$ cat src/rtl/nswp_consts.svh
`ifndef NSWP_CONSTS_SVH
`define NSWP_CONSTS_SVH

// ------------------------------------------------------------
// Opcode fields
// ------------------------------------------------------------
`define NSWP_OP_W          14
`define NSWP_SWAP_HI       13
`define NSWP_SWAP_LO       8
`define NSWP_SWAP_PAT      6'hE
`define NSWP_DEST_BIT      7
`define NSWP_LDIR_HI       13
`define NSWP_LDIR_LO       3
`define NSWP_LDIR_PAT      11'h00C
`define NSWP_ADDR_HI       6
`define NSWP_DIR_SEL_HI    2

// ------------------------------------------------------------
// Direction register addresses and reset value
// ------------------------------------------------------------
`define NSWP_DIR_FIRST     3'h5
`define NSWP_DIR_LAST      3'h7
`define NSWP_DIR_COUNT     3
`define NSWP_DIR_RESET     8'hFF
`define NSWP_DIR_BANK_ADDR 7'h00
`define NSWP_ADDR_DIR_MASK 7'h78
`define NSWP_WORDS         1

`endif

$ cat src/rtl/nswp_pkg.sv
package nswp_pkg;
    // Which instruction the decoder recognised this cycle
    typedef enum logic [1:0] {
        NSWP_OP_NONE,
        NSWP_OP_SWAP,
        NSWP_OP_LDIR
    } nswp_op_type;
endpackage

$ cat src/rtl/nswp_dir_reg.sv
`timescale 1ns/1ps
`default_nettype none
`include "nswp_consts.svh"

// One port direction register; several are instantiated by the exec block.
module nswp_dir_reg #(
    parameter int          WIDTH = 8,
    parameter logic [7:0]  RESET = `NSWP_DIR_RESET
) (
    // Clock and reset
    input  wire logic             clk_i,
    input  wire logic             rst_i,
    // Write port
    input  wire logic             we_i,
    input  wire logic [WIDTH-1:0] wdata_i,
    // Current value
    output logic      [WIDTH-1:0] q_o
);

    logic [WIDTH-1:0] val_r;
    logic [WIDTH-1:0] val_nxt;

    // ------------------------------------------------------------
    // Next value
    // ------------------------------------------------------------
    always_comb begin
        val_nxt = we_i ? wdata_i : val_r;
    end

    // ------------------------------------------------------------
    // Storage
    // ------------------------------------------------------------
    always_ff @(posedge clk_i or posedge rst_i) begin
        if (rst_i) begin
            val_r <= RESET[WIDTH-1:0];
        end else begin
            val_r <= val_nxt;
        end
    end

    assign q_o = val_r;

endmodule
`default_nettype wire

$ cat src/rtl/nswp_exec.sv
`timescale 1ns/1ps
`default_nettype none
`include "nswp_consts.svh"

module nswp_exec
    import nswp_pkg::*;
#(
    parameter int DATA_W = 8,
    parameter int ADDR_W = 7
) (
    // Clock and reset
    input  wire logic                      clk_i,
    input  wire logic                      rst_i,
    // Instruction from the decoder, valid for one instruction cycle
    input  wire logic                      instr_valid_i,
    input  wire logic [`NSWP_OP_W-1:0]     instr_i,
    // Working register value
    input  wire logic [DATA_W-1:0]         w_i,
    // Register file read data for the addressed register
    input  wire logic [DATA_W-1:0]         rf_rdata_i,
    // Ordinary data-memory access to the direction bank
    input  wire logic                      dm_we_i,
    input  wire logic [ADDR_W-1:0]         dm_addr_i,
    input  wire logic [DATA_W-1:0]         dm_wdata_i,
    output logic      [DATA_W-1:0]         dm_dir_rdata_o,
    output logic                           dm_dir_hit_o,
    // Register file access driven by this block
    output logic      [ADDR_W-1:0]         rf_addr_o,
    output logic                           rf_we_o,
    output logic      [DATA_W-1:0]         rf_wdata_o,
    // Working register update
    output logic                           w_we_o,
    output logic      [DATA_W-1:0]         w_wdata_o,
    // Status flags: always left alone by these instructions
    output logic                           status_we_o,
    // Recognised instruction, for the core sequencer
    output logic                           claimed_o,
    // Direction registers towards the port logic
    output logic      [`NSWP_DIR_COUNT*DATA_W-1:0] dir_o
);

    // ------------------------------------------------------------
    // Decode
    // ------------------------------------------------------------
    // The swap and load-direction patterns never overlap, so the
    // priority in the decode below only matters for readability
    nswp_op_type       op;
    logic              swap_hit;
    logic              ldir_hit;
    logic [2:0]        dir_sel;
    logic [DATA_W-1:0] swapped;

    // Raw pattern matches, before the valid strobe is applied
    assign swap_hit = (instr_i[`NSWP_SWAP_HI:`NSWP_SWAP_LO] == `NSWP_SWAP_PAT);
    assign ldir_hit = (instr_i[`NSWP_LDIR_HI:`NSWP_LDIR_LO] == `NSWP_LDIR_PAT);

    // Nothing is recognised without the valid strobe, so a bubble in
    // the pipeline can never write anything
    always_comb begin
        op = NSWP_OP_NONE;
        if (instr_valid_i) begin
            if (swap_hit) begin
                op = NSWP_OP_SWAP;
            end else if (ldir_hit) begin
                op = NSWP_OP_LDIR;
            end
        end
    end

    // ------------------------------------------------------------
    // Operand fields and the swap datapath
    // ------------------------------------------------------------
    // Direction register number carried by the load-direction opcode
    assign dir_sel = instr_i[`NSWP_DIR_SEL_HI:0];
    // Nibble exchange is pure wiring, so it fits the single cycle
    assign swapped = {rf_rdata_i[DATA_W/2-1:0], rf_rdata_i[DATA_W-1:DATA_W/2]};

    // The source address is offered every cycle; the register file only
    // acts on it when a swap is decoded
    assign rf_addr_o = instr_i[`NSWP_ADDR_HI:0];

    // ------------------------------------------------------------
    // Destination steering, registered so data outputs are flops
    // ------------------------------------------------------------
    // The write pulses last one cycle; the data words keep their last
    // value, so a late sampler in the core still sees a settled byte
    // Register file write-back
    logic              rf_we_r, rf_we_nxt;
    logic [DATA_W-1:0] rf_wdata_r, rf_wdata_nxt;
    // Working register write
    logic              w_we_r, w_we_nxt;
    logic [DATA_W-1:0] w_wdata_r, w_wdata_nxt;

    // Next values: each swap picks exactly one destination
    always_comb begin
        rf_we_nxt    = 1'h0;
        rf_wdata_nxt = rf_wdata_r;
        w_we_nxt     = 1'h0;
        w_wdata_nxt  = w_wdata_r;
        case (op)
            NSWP_OP_SWAP: begin
                if (instr_i[`NSWP_DEST_BIT]) begin
                    rf_we_nxt    = 1'h1;
                    rf_wdata_nxt = swapped;
                end else begin
                    w_we_nxt    = 1'h1;          // Source untouched
                    w_wdata_nxt = swapped;
                end
            end
            NSWP_OP_LDIR: begin
                // The direction bank below takes this one; neither the
                // register file nor the working register is written
            end
            NSWP_OP_NONE: begin
            end
            default: begin
            end
        endcase
    end

    // Registers only; the reset clears both pulses and both data words
    always_ff @(posedge clk_i or posedge rst_i) begin
        if (rst_i) begin
            rf_we_r    <= 1'h0;
            rf_wdata_r <= '0;
            w_we_r     <= 1'h0;
            w_wdata_r  <= '0;
        end else begin
            rf_we_r    <= rf_we_nxt;
            rf_wdata_r <= rf_wdata_nxt;
            w_we_r     <= w_we_nxt;
            w_wdata_r  <= w_wdata_nxt;
        end
    end

    // ------------------------------------------------------------
    // Outputs
    // ------------------------------------------------------------
    assign rf_we_o    = rf_we_r;
    assign rf_wdata_o = rf_wdata_r;
    assign w_we_o     = w_we_r;
    assign w_wdata_o  = w_wdata_r;
    // Neither instruction touches the flags
    assign status_we_o = 1'h0;
    // One word, decided in the cycle it is presented
    assign claimed_o = (op != NSWP_OP_NONE);

    // ------------------------------------------------------------
    // Direction bank address decode
    // ------------------------------------------------------------
    // The bank answers at data addresses 5 to 7 only; the mask check
    // keeps other pages from aliasing onto it through the low bits
    logic              dm_dir_bank;
    logic              ldir_in_range;
    // Current direction values, one entry per port
    logic [DATA_W-1:0] dir_q [`NSWP_DIR_COUNT];

    assign dm_dir_bank = ((dm_addr_i & `NSWP_ADDR_DIR_MASK) == `NSWP_DIR_BANK_ADDR)
                         && (dm_addr_i[2:0] >= `NSWP_DIR_FIRST);

    // A load-direction target below 5 is dropped, so a stray legacy
    // opcode can never disturb a port's direction
    assign ldir_in_range = (op == NSWP_OP_LDIR)
                           && (dir_sel >= `NSWP_DIR_FIRST);

    // ------------------------------------------------------------
    // Direction registers: opcode path and direct-address path
    // ------------------------------------------------------------
    // The opcode is kept for old code; direct writes are the preferred
    // path since later cores may drop it
    // One small register per port keeps the reset value in one place
    genvar gi;
    generate
        for (gi = 0; gi < `NSWP_DIR_COUNT; gi++) begin : g_dir
            localparam logic [2:0] SEL = `NSWP_DIR_FIRST + 3'(gi);
            logic              hit_op;
            logic              hit_dm;
            logic              we;
            logic [DATA_W-1:0] wd;
            assign hit_op = ldir_in_range && (dir_sel == SEL);
            assign hit_dm = dm_we_i && dm_dir_bank && (dm_addr_i[2:0] == SEL);
            // The instruction wins if both land in one cycle; software that
            // mixes both paths on one register gets the opcode's value
            assign we = hit_op | hit_dm;
            assign wd = hit_op ? w_i : dm_wdata_i;
            nswp_dir_reg #(
                .WIDTH (DATA_W)
            ) u_dir (
                .clk_i   (clk_i),
                .rst_i   (rst_i),
                .we_i    (we),
                .wdata_i (wd),
                .q_o     (dir_q[gi])
            );
            // Port 5 sits in the lowest byte of the flat bus
            assign dir_o[gi*DATA_W +: DATA_W] = dir_q[gi];
        end
    endgenerate

    // ------------------------------------------------------------
    // Direct read of the direction bank
    // ------------------------------------------------------------
    // Outside the bank the data is forced to zero, so the core can OR
    // this port into its read mux without a separate select
    always_comb begin
        dm_dir_rdata_o = '0;
        dm_dir_hit_o   = dm_dir_bank;
        if (dm_dir_bank) begin
            dm_dir_rdata_o = dir_q[2'(dm_addr_i[2:0] - `NSWP_DIR_FIRST)];
        end
    end

endmodule
`default_nettype wire

$ cat config.mk
export PLATFORM = sky130hd
export DESIGN_NAME = nswp_exec
export DESIGN_NICKNAME = d
export VERILOG_FILES = /design/src/rtl/nswp_pkg.sv /design/src/rtl/nswp_dir_reg.sv /design/src/rtl/nswp_exec.sv
export VERILOG_INCLUDE_DIRS = /design/src /design/src/rtl
export SDC_FILE = /design/constraint.sdc
export NUM_CORES = 1
export LEC_CHECK = 0
export ABC_AREA = 1
export BUFFER_PORTS_ARGS = -buffer_cell sky130_fd_sc_hd__buf_2
export CORE_ASPECT_RATIO = 1.4
export CORE_UTILIZATION = 48
export DETAILED_ROUTE_END_ITERATION = 8
export PLACE_DENSITY = 0.77
export RECOVER_POWER = 50
export SLEW_MARGIN = 20
export SYNTH_ARGS = -nofsm -noshare
export SYNTH_HDL_FRONTEND = slang
export SYNTH_HIERARCHICAL = 1
export SYNTH_SLANG_ARGS = --single-unit
$ cat constraint.sdc
create_clock -name clk_i -period 1.5 [get_ports clk_i]
set_input_delay 0.075 -clock clk_i [delete_from_list [all_inputs] [get_ports clk_i]]
set_output_delay 0.075 -clock clk_i [all_outputs]
set_load 0.01 [all_outputs]
==> results of run 1 <==
-- state kept, by name (all words and copies together) (netlist names) --
| signal | count |
|---|---|
| w_we_o | 1 |
| w_wdata_o | 8 |
| rf_wdata_o | 8 |
| rf_we_o | 1 |
| g_dir.u_dir/q_o | 24 |
-- metal layers --
| layer | track usage [%] | part of all wire (%) | up-vias |
|---|---|---|---|
| li1 | - | - | 1367 |
| met1 | 30.24 | 42 | 1225 |
| met2 | 45.45 | 52 | 104 |
| met3 | 3.699 | 5.2 | 6 |
| met4 | 11.31 | 1.2 | 0 |
| met5 | 0 | 0 | - |
-- per-stage QoR --
step | power (uW) | worst slack, ps | hold slack, ps
final | 2478 | 92.76 | 36.86
after global routing | 2602 | -26.67 | 49.72
after CTS | 2490 | 24.56 | 34.77
after detailed placement | 1778 | 64.80 | 256.3
after global placement | 1765 | 74.46 | 250.3
after floorplan | 1556 | 127.9 | 13.57
-- cell type report --
type | instances | share of cell area, %
Multi-Input combinational cell | 268 | 38.01
Sequential cell | 42 | 33.14
Timing Repair Buffer | 126 | 19.75
Inverter | 34 | 3.913
Tap cell | 66 | 2.532
Clock buffer | 6 | 2.225
Clock inverter | 2 | 0.4219
-- cells in the final DEF, fill, tap and decap left out --
| cell | synthesis | layout |
|---|---|---|
| dfrtp_1 | 18 | 18 |
| nor2_1 | 20 | 17 |
| or2_1 | 1 | 1 |
| dlygate4sd3_1 | 0 | 1 |
| and2_1 | 2 | 2 |
| clkbuf_1 | 1 | 28 |
| conb_1 | 1 | 1 |
| ha_2 | 0 | 1 |
| clkinv_2 | 0 | 1 |
| dfstp_1 | 0 | 1 |
| nor2_8 | 1 | 1 |
| o21ai_0 | 25 | 18 |
| nand3_2 | 3 | 3 |
| nand2_1 | 165 | 165 |
| nor2_2 | 5 | 8 |
| nand4_1 | 27 | 29 |
| nand2_2 | 2 | 2 |
| dfstp_2 | 24 | 23 |
| inv_1 | 31 | 31 |
| nand3_1 | 9 | 9 |
| o21ai_1 | 0 | 7 |
| clkbuf_8 | 0 | 5 |
| buf_2 | 6 | 81 |
| nor3b_4 | 1 | 1 |
| inv_2 | 3 | 3 |
| ha_1 | 3 | 2 |
| buf_4 | 8 | 17 |
| clkinv_4 | 0 | 1 |
| nor2_4 | 1 | 1 |
-- power breakdown --
group	internal, uW	switching [uW]	total [uW]
registers	1240	57.2	1290
clock network	329	387	716
logic	186	283	469
-- kinds of logic after synthesis --
group	synth area share, %
and+or+nand+nor	41.01
other	0.1429
AOI/OAI and AO/OA	4.769
buffers and inverters	11.44
adders and majority gates	1.431
DFF	41.20
-- worst min path at each step --
| stage | to | start | slack [ps] | cells after the start |
|---|---|---|---|---|
| global placement | w_wdata_o[2] | rst_i | 250 | 2 |
| finish | rf_wdata_o[7] | rf_rdata_i[3] | 40 | 3 |
| detailed placement | w_wdata_o[2] | rst_i | 260 | 2 |
| global route | w_wdata_o[7] | rf_rdata_i[3] | 50 | 3 |
| floorplan | rf_wdata_o[0] | rst_i | 10 | 1 |
| CTS | rf_wdata_o[7] | rf_rdata_i[3] | 30 | 3 |
-- worst min-delay path, delay by kind of cell --
| family | cells | cell delay [ps] |
|---|---|---|
| AOI/OAI and AO/OA | 1 | 70 |
| buffers and inverters | 2 | 140 |
-- timing repair --
item | CTS | global route
hold endpoints to repair | 18 | 0
hold buffers | 1 | 0
gates resized for setup | 0 | 12
endpoints found under the setup margin | 0 | 7
setup buffers | 0 | 5
==> run summary, run 1 <==
Min-Delay Path Class: in2reg
WL final: 6.951 mm
WP data required: 1420 ps
Yosys top cell area share: 24.03%
status: finished clean
CP arrival: 1330 ps
Row Count: 31
CP Capture Type: primary output
Buf/Inv on CP: 2
CTS tree: done
#FFs+latches synth: 42
Final GP Congestion: 0.9235
Remaining Overflow, GRT: 0
Synth Warn #: 6
ys flop type: dfstp_2
Vias: 2702
critical path depth: 7
ant diodes: 0
Routed Antenna Nets: 0
placed insts: 530
Root Driver: clkbuf_8
crit-path cells: nor2_2, nor2_1, o21ai_1, nand2_1, nand2_1, inv_1, buf_2
die height: 89.48 um
Post-Syn Nets: 418
leakage power: 0.001927 uW
gr usage total: 25.44%
Clock transition at path regs: 80 ps
cell taking the most area after synthesis: dfstp_2
vias in the first global route: 2447
worst setup path endpoint: dm_dir_rdata_o[2]
DIE AREA: 0.005770 sq mm
Clock Latency Late Sink: 290 ps
Synth cell types: 24
DRT iter0 DRCs: 121
TritonCTS Buffers: 5
Top cell by count, worst path: nand2_1
wire per inst: 12.78 um
Synth Cell Area: 0.002624 sq mm
P per Cell Area: 759.8 mW/mm^2
Post-Layout Cell Count: 544
reg2reg path depth: 3
slowest stage cell on the critical path: dfstp_2
cell family with most CP delay: flip-flops
largest net degree at the start of global routing: 19
Synth Area per Inst: 7.169 sq um
FILL cells: 530
CTS sink cnt: 42
top cells by area, synth: dfstp_2, nand2_1, dfrtp_1
drt via density: 4.967
slowest stage delay, CP: 580 ps
register area: 0.001081 sq mm
crit path kind: reg2out
I/O pin cnt: 109
clock buffer depth: 2
Reg2Reg Capture Point: g_dir[1].u_dir/q_o[7]
worst-path fanout max: 3
placed cell areas: 0.003167 sq mm
layout cell share with drive strength beyond 1: 30.96%
Design Area, Final: 0.003262 sq mm
unrepaired setup endpoints after global routing: yes
area grow syn2layout: 24.32%
Synth async-reset ratio: 100.0%
drt first pass iters: 4
fin nets: 529
FMAX: 0.7106 GHz
slew margin rel.: 56.37%
Post-synth top cells: nand2_1, inv_1, nand4_1
initial antenna violation count: 0
pins over their slew limit: 0
# setup viols final: 0
Peak supply drop: 574.1 uV
crit share post-route: 93.82%
die width: 64.49 um
number of synthesized flops with an enable pin: 0
Clock Skew: 0 ps
H-Tree Depth: 2
core area: 0.005236 sq mm
initial core utilization: 50.11%
register area share after synthesis: 41.20%
area of the multi-input gates: 0.001240 sq mm
drt drc: 0
IO Port Bufs: 107
fin crit period: 1407 ps
Critical Path Source: g_dir[1].u_dir/q_o[2]
setup TNS: 0 ps
total of max-cap violations: 0
Final Util: 62.29%
reg-to-reg setup timing slack: 680 ps
global-route wire length before repair: 11.18 mm
measured slew at the worst slew-check pin: 653.7 ps
detailed placement HPWL: 5.555 mm
final hold vios: 0
reg2reg start: g_dir[1].u_dir/q_o[7]
startpoint types: register
post-synthesis cell count: 366
most common cell in the netlist: nand2_1
Note: power is estimated with default switching activity, not from simulation.
==> run 2: changes to the inputs <==
--- a/config.mk
+++ b/config.mk
@@ -9,8 +9,10 @@
 export ABC_AREA = 1
 export BUFFER_PORTS_ARGS = -buffer_cell sky130_fd_sc_hd__buf_2
 export CORE_ASPECT_RATIO = 1.4
+export CORE_MARGIN = 3
 export CORE_UTILIZATION = 48
 export DETAILED_ROUTE_END_ITERATION = 8
+export HOLD_SLACK_MARGIN = 0.05
 export PLACE_DENSITY = 0.77
 export RECOVER_POWER = 50
 export SLEW_MARGIN = 20
==> run summary, run 2 (same netlist as run 1, synthesis figures left out) <==
status: finished clean
met3 Track Usage GR: 4.567% (+0.87 points)
largest net degree at the start of global routing: 19 (unchanged)
sw power: 716.2 uW (-1.5%)
Clock Latency Late Sink: 290 ps (about the same)
fin nets: 538 (+1.7%)
commonest non-fill, non-tap cells in the layout: nand2_1, buf_2, inv_1
wire per inst: 13.37 um (+4.6%)
drt via density: 4.953 (-0.28%)
Final GP Congestion: 0.9163 (-0.78%)
unrepaired setup endpoints after global routing: yes
share of total power in combinational logic: 19.6% (+0.7 points)
Post-Layout Cell Count: 553 (+1.7%)
Final Util: 63.80% (+1.5 points)
DIE AREA: 0.006402 sq mm (+11%)
crit path kind: reg2out
gr busiest metal: met2
Row Count: 31 (unchanged)
IO Port Bufs: 107 (unchanged)
drt drc: 0 (unchanged)
final hold vios: 0 (unchanged)
initial core utilization: 50.11% (unchanged)
CP arrival: 1350 ps (+20 ps)
Vias: 2739 (+1.4%)
vias in the first global route: 2532 (+3.5%)
measured slew at the worst slew-check pin: 664.2 ps (+10.51 ps)
CTS tree: done
die height: 93.48 um (+4.5%)
Design Area, Final: 0.003341 sq mm (+2.4%)
# setup viols final: 0 (unchanged)
Clock transition at path regs: 80 ps (about the same)
internal power: 1763 uW (+0.66%)
Peak supply drop: 650.2 uV (+13%)
Root Driver: clkbuf_8
CTS sink cnt: 42 (unchanged)
clock buffer depth: 2 (unchanged)
initial antenna violation count: 0 (unchanged)
Routed Antenna Nets: 0 (unchanged)
fin crit period: 1421 ps (+13.43 ps)
placed insts: 531 (+0.19%)
TritonCTS Buffers: 5 (unchanged)
layout cell share with drive strength beyond 1: 29.98% (-0.98 points)
area grow syn2layout: 27.32%
drt first pass iters: 6 (+2)
met2 global-route usage: 42.39% (-3.1 points)
CP Capture Type: primary output
Min-Delay Path Class: in2reg
WP data required: 1420 ps (about the same)
GR Util met1: 28.67% (-1.6 points)
global-route wire length before repair: 11.77 mm (+5.2%)
number of flip-flops in the largest register: 24 (unchanged)
total of max-cap violations: 0 (unchanged)
I/O pin cnt: 109 (unchanged)
die width: 68.49 um (+6.2%)
sw frac: 28.89% (-0.45 points)
Sequential Power Share: 52.2% (about the same)
H-Tree Depth: 2 (unchanged)
worst-path fanout max: 2 (-1)
detailed placement HPWL: 5.908 mm (+6.4%)
FMAX: 0.7039 GHz (-0.95%)
WL final: 7.392 mm (+6.3%)
clock share of power: 28.3% (-0.6 points)
placed cell areas: 0.003174 sq mm (+0.24%)
commonest non-fill, non-tap cell in the layout: nand2_1
ant diodes: 0 (unchanged)
startpoint types: register
leakage power: 0.001968 uW (+2.1%)
core area: 0.005236 sq mm (unchanged)
P per Cell Area: 742.0 mW/mm^2 (-2.3%)
slew margin rel.: 55.67% (-0.70 points)
setup TNS: 0 ps (unchanged)
crit share post-route: 94.71% (+0.90 points)
pins over their slew limit: 0 (unchanged)
DRT iter0 DRCs: 144 (+19%)
Clock Skew: 0 ps (unchanged)
gr usage total: 24.28% (-1.2 points)
Remaining Overflow, GRT: 0 (unchanged)
[run 2: cell count changes in the layout (fill, tap and decap cells not counted), sizes merged]
| cell | before | now |
|---|---|---|
| dlygate4sd3 | 1 | 8 |
| buf | 98 | 100 |
[run 2: critical path: stages, from the launching register on]
cell,delay [ps]
dfstp_2,540
nor2_1,40
nor2_1,100
o21ai_1,100
nand2_1,70
nand2_1,50
inv_1,50
buf_2,110
[run 2: routing by layer]
layer	vias up	share of wire [%]	routed length [um]
li1	1390	-	-
met5	-	0	0
met2	113	52	3831
met3	10	7.4	547
met1	1226	39	2860
met4	0	2.1	153
[run 2: per-stage QoR]
stage / hold WS, ps / power [uW] / worst slack, ps
after floorplan: 13.57 / 1556 / 127.9
after global placement: 243.0 / 1766 / 129.5
after detailed placement: 259.4 / 1782 / 112.6
after CTS: 51.09 / 2503 / 11.64
after global routing: 60.72 / 2622 / -37.65
final: 60.51 / 2479 / 79.33
[run 2: path summary, 6_finish.rpt]
kind                                            start                     to  slack [ps]  cells past startpoint
max in group asynchronous                       rst_i                rf_we_o         520                      3
min in group asynchronous                       rst_i          rf_wdata_o[5]         560                      3
worst max register to register  g_dir[1].u_dir/q_o[7]  g_dir[1].u_dir/q_o[7]         680                      3
worst min register to register  g_dir[0].u_dir/q_o[7]  g_dir[0].u_dir/q_o[7]         480                      2
worst min-delay path                    rf_rdata_i[5]           w_wdata_o[1]          60                      3
worst max-delay path            g_dir[1].u_dir/q_o[7]      dm_dir_rdata_o[7]          80                      7
[run 2: final cells by class]
type                    count  area, sq um
clock buffers               6        72.57
clock inverters             2        13.76
fillers                   503         1896
inverters                  34        127.6
multi-input cells         268         1227
flip-flops and latches     42         1081
well taps                  66        82.58
repair buffers            135        735.7
[run 2: repair_timing]
action                     CTS  global route
hold buffers                 8             0
setup buffers                0             6
resized for setup            0             7
setup endpoints to repair    0             8
hold endpoints to repair    54             0
[run 2: power groups by stage]
stage | clock network, uW | logic (uW) | registers, uW
finish | 701 | 485 | 1290
global route | 774 | 546 | 1300
CTS | 723 | 487 | 1290
detailed placement | 0 | 471 | 1310
global placement | 0 | 456 | 1310
floorplan | 0 | 220 | 1340
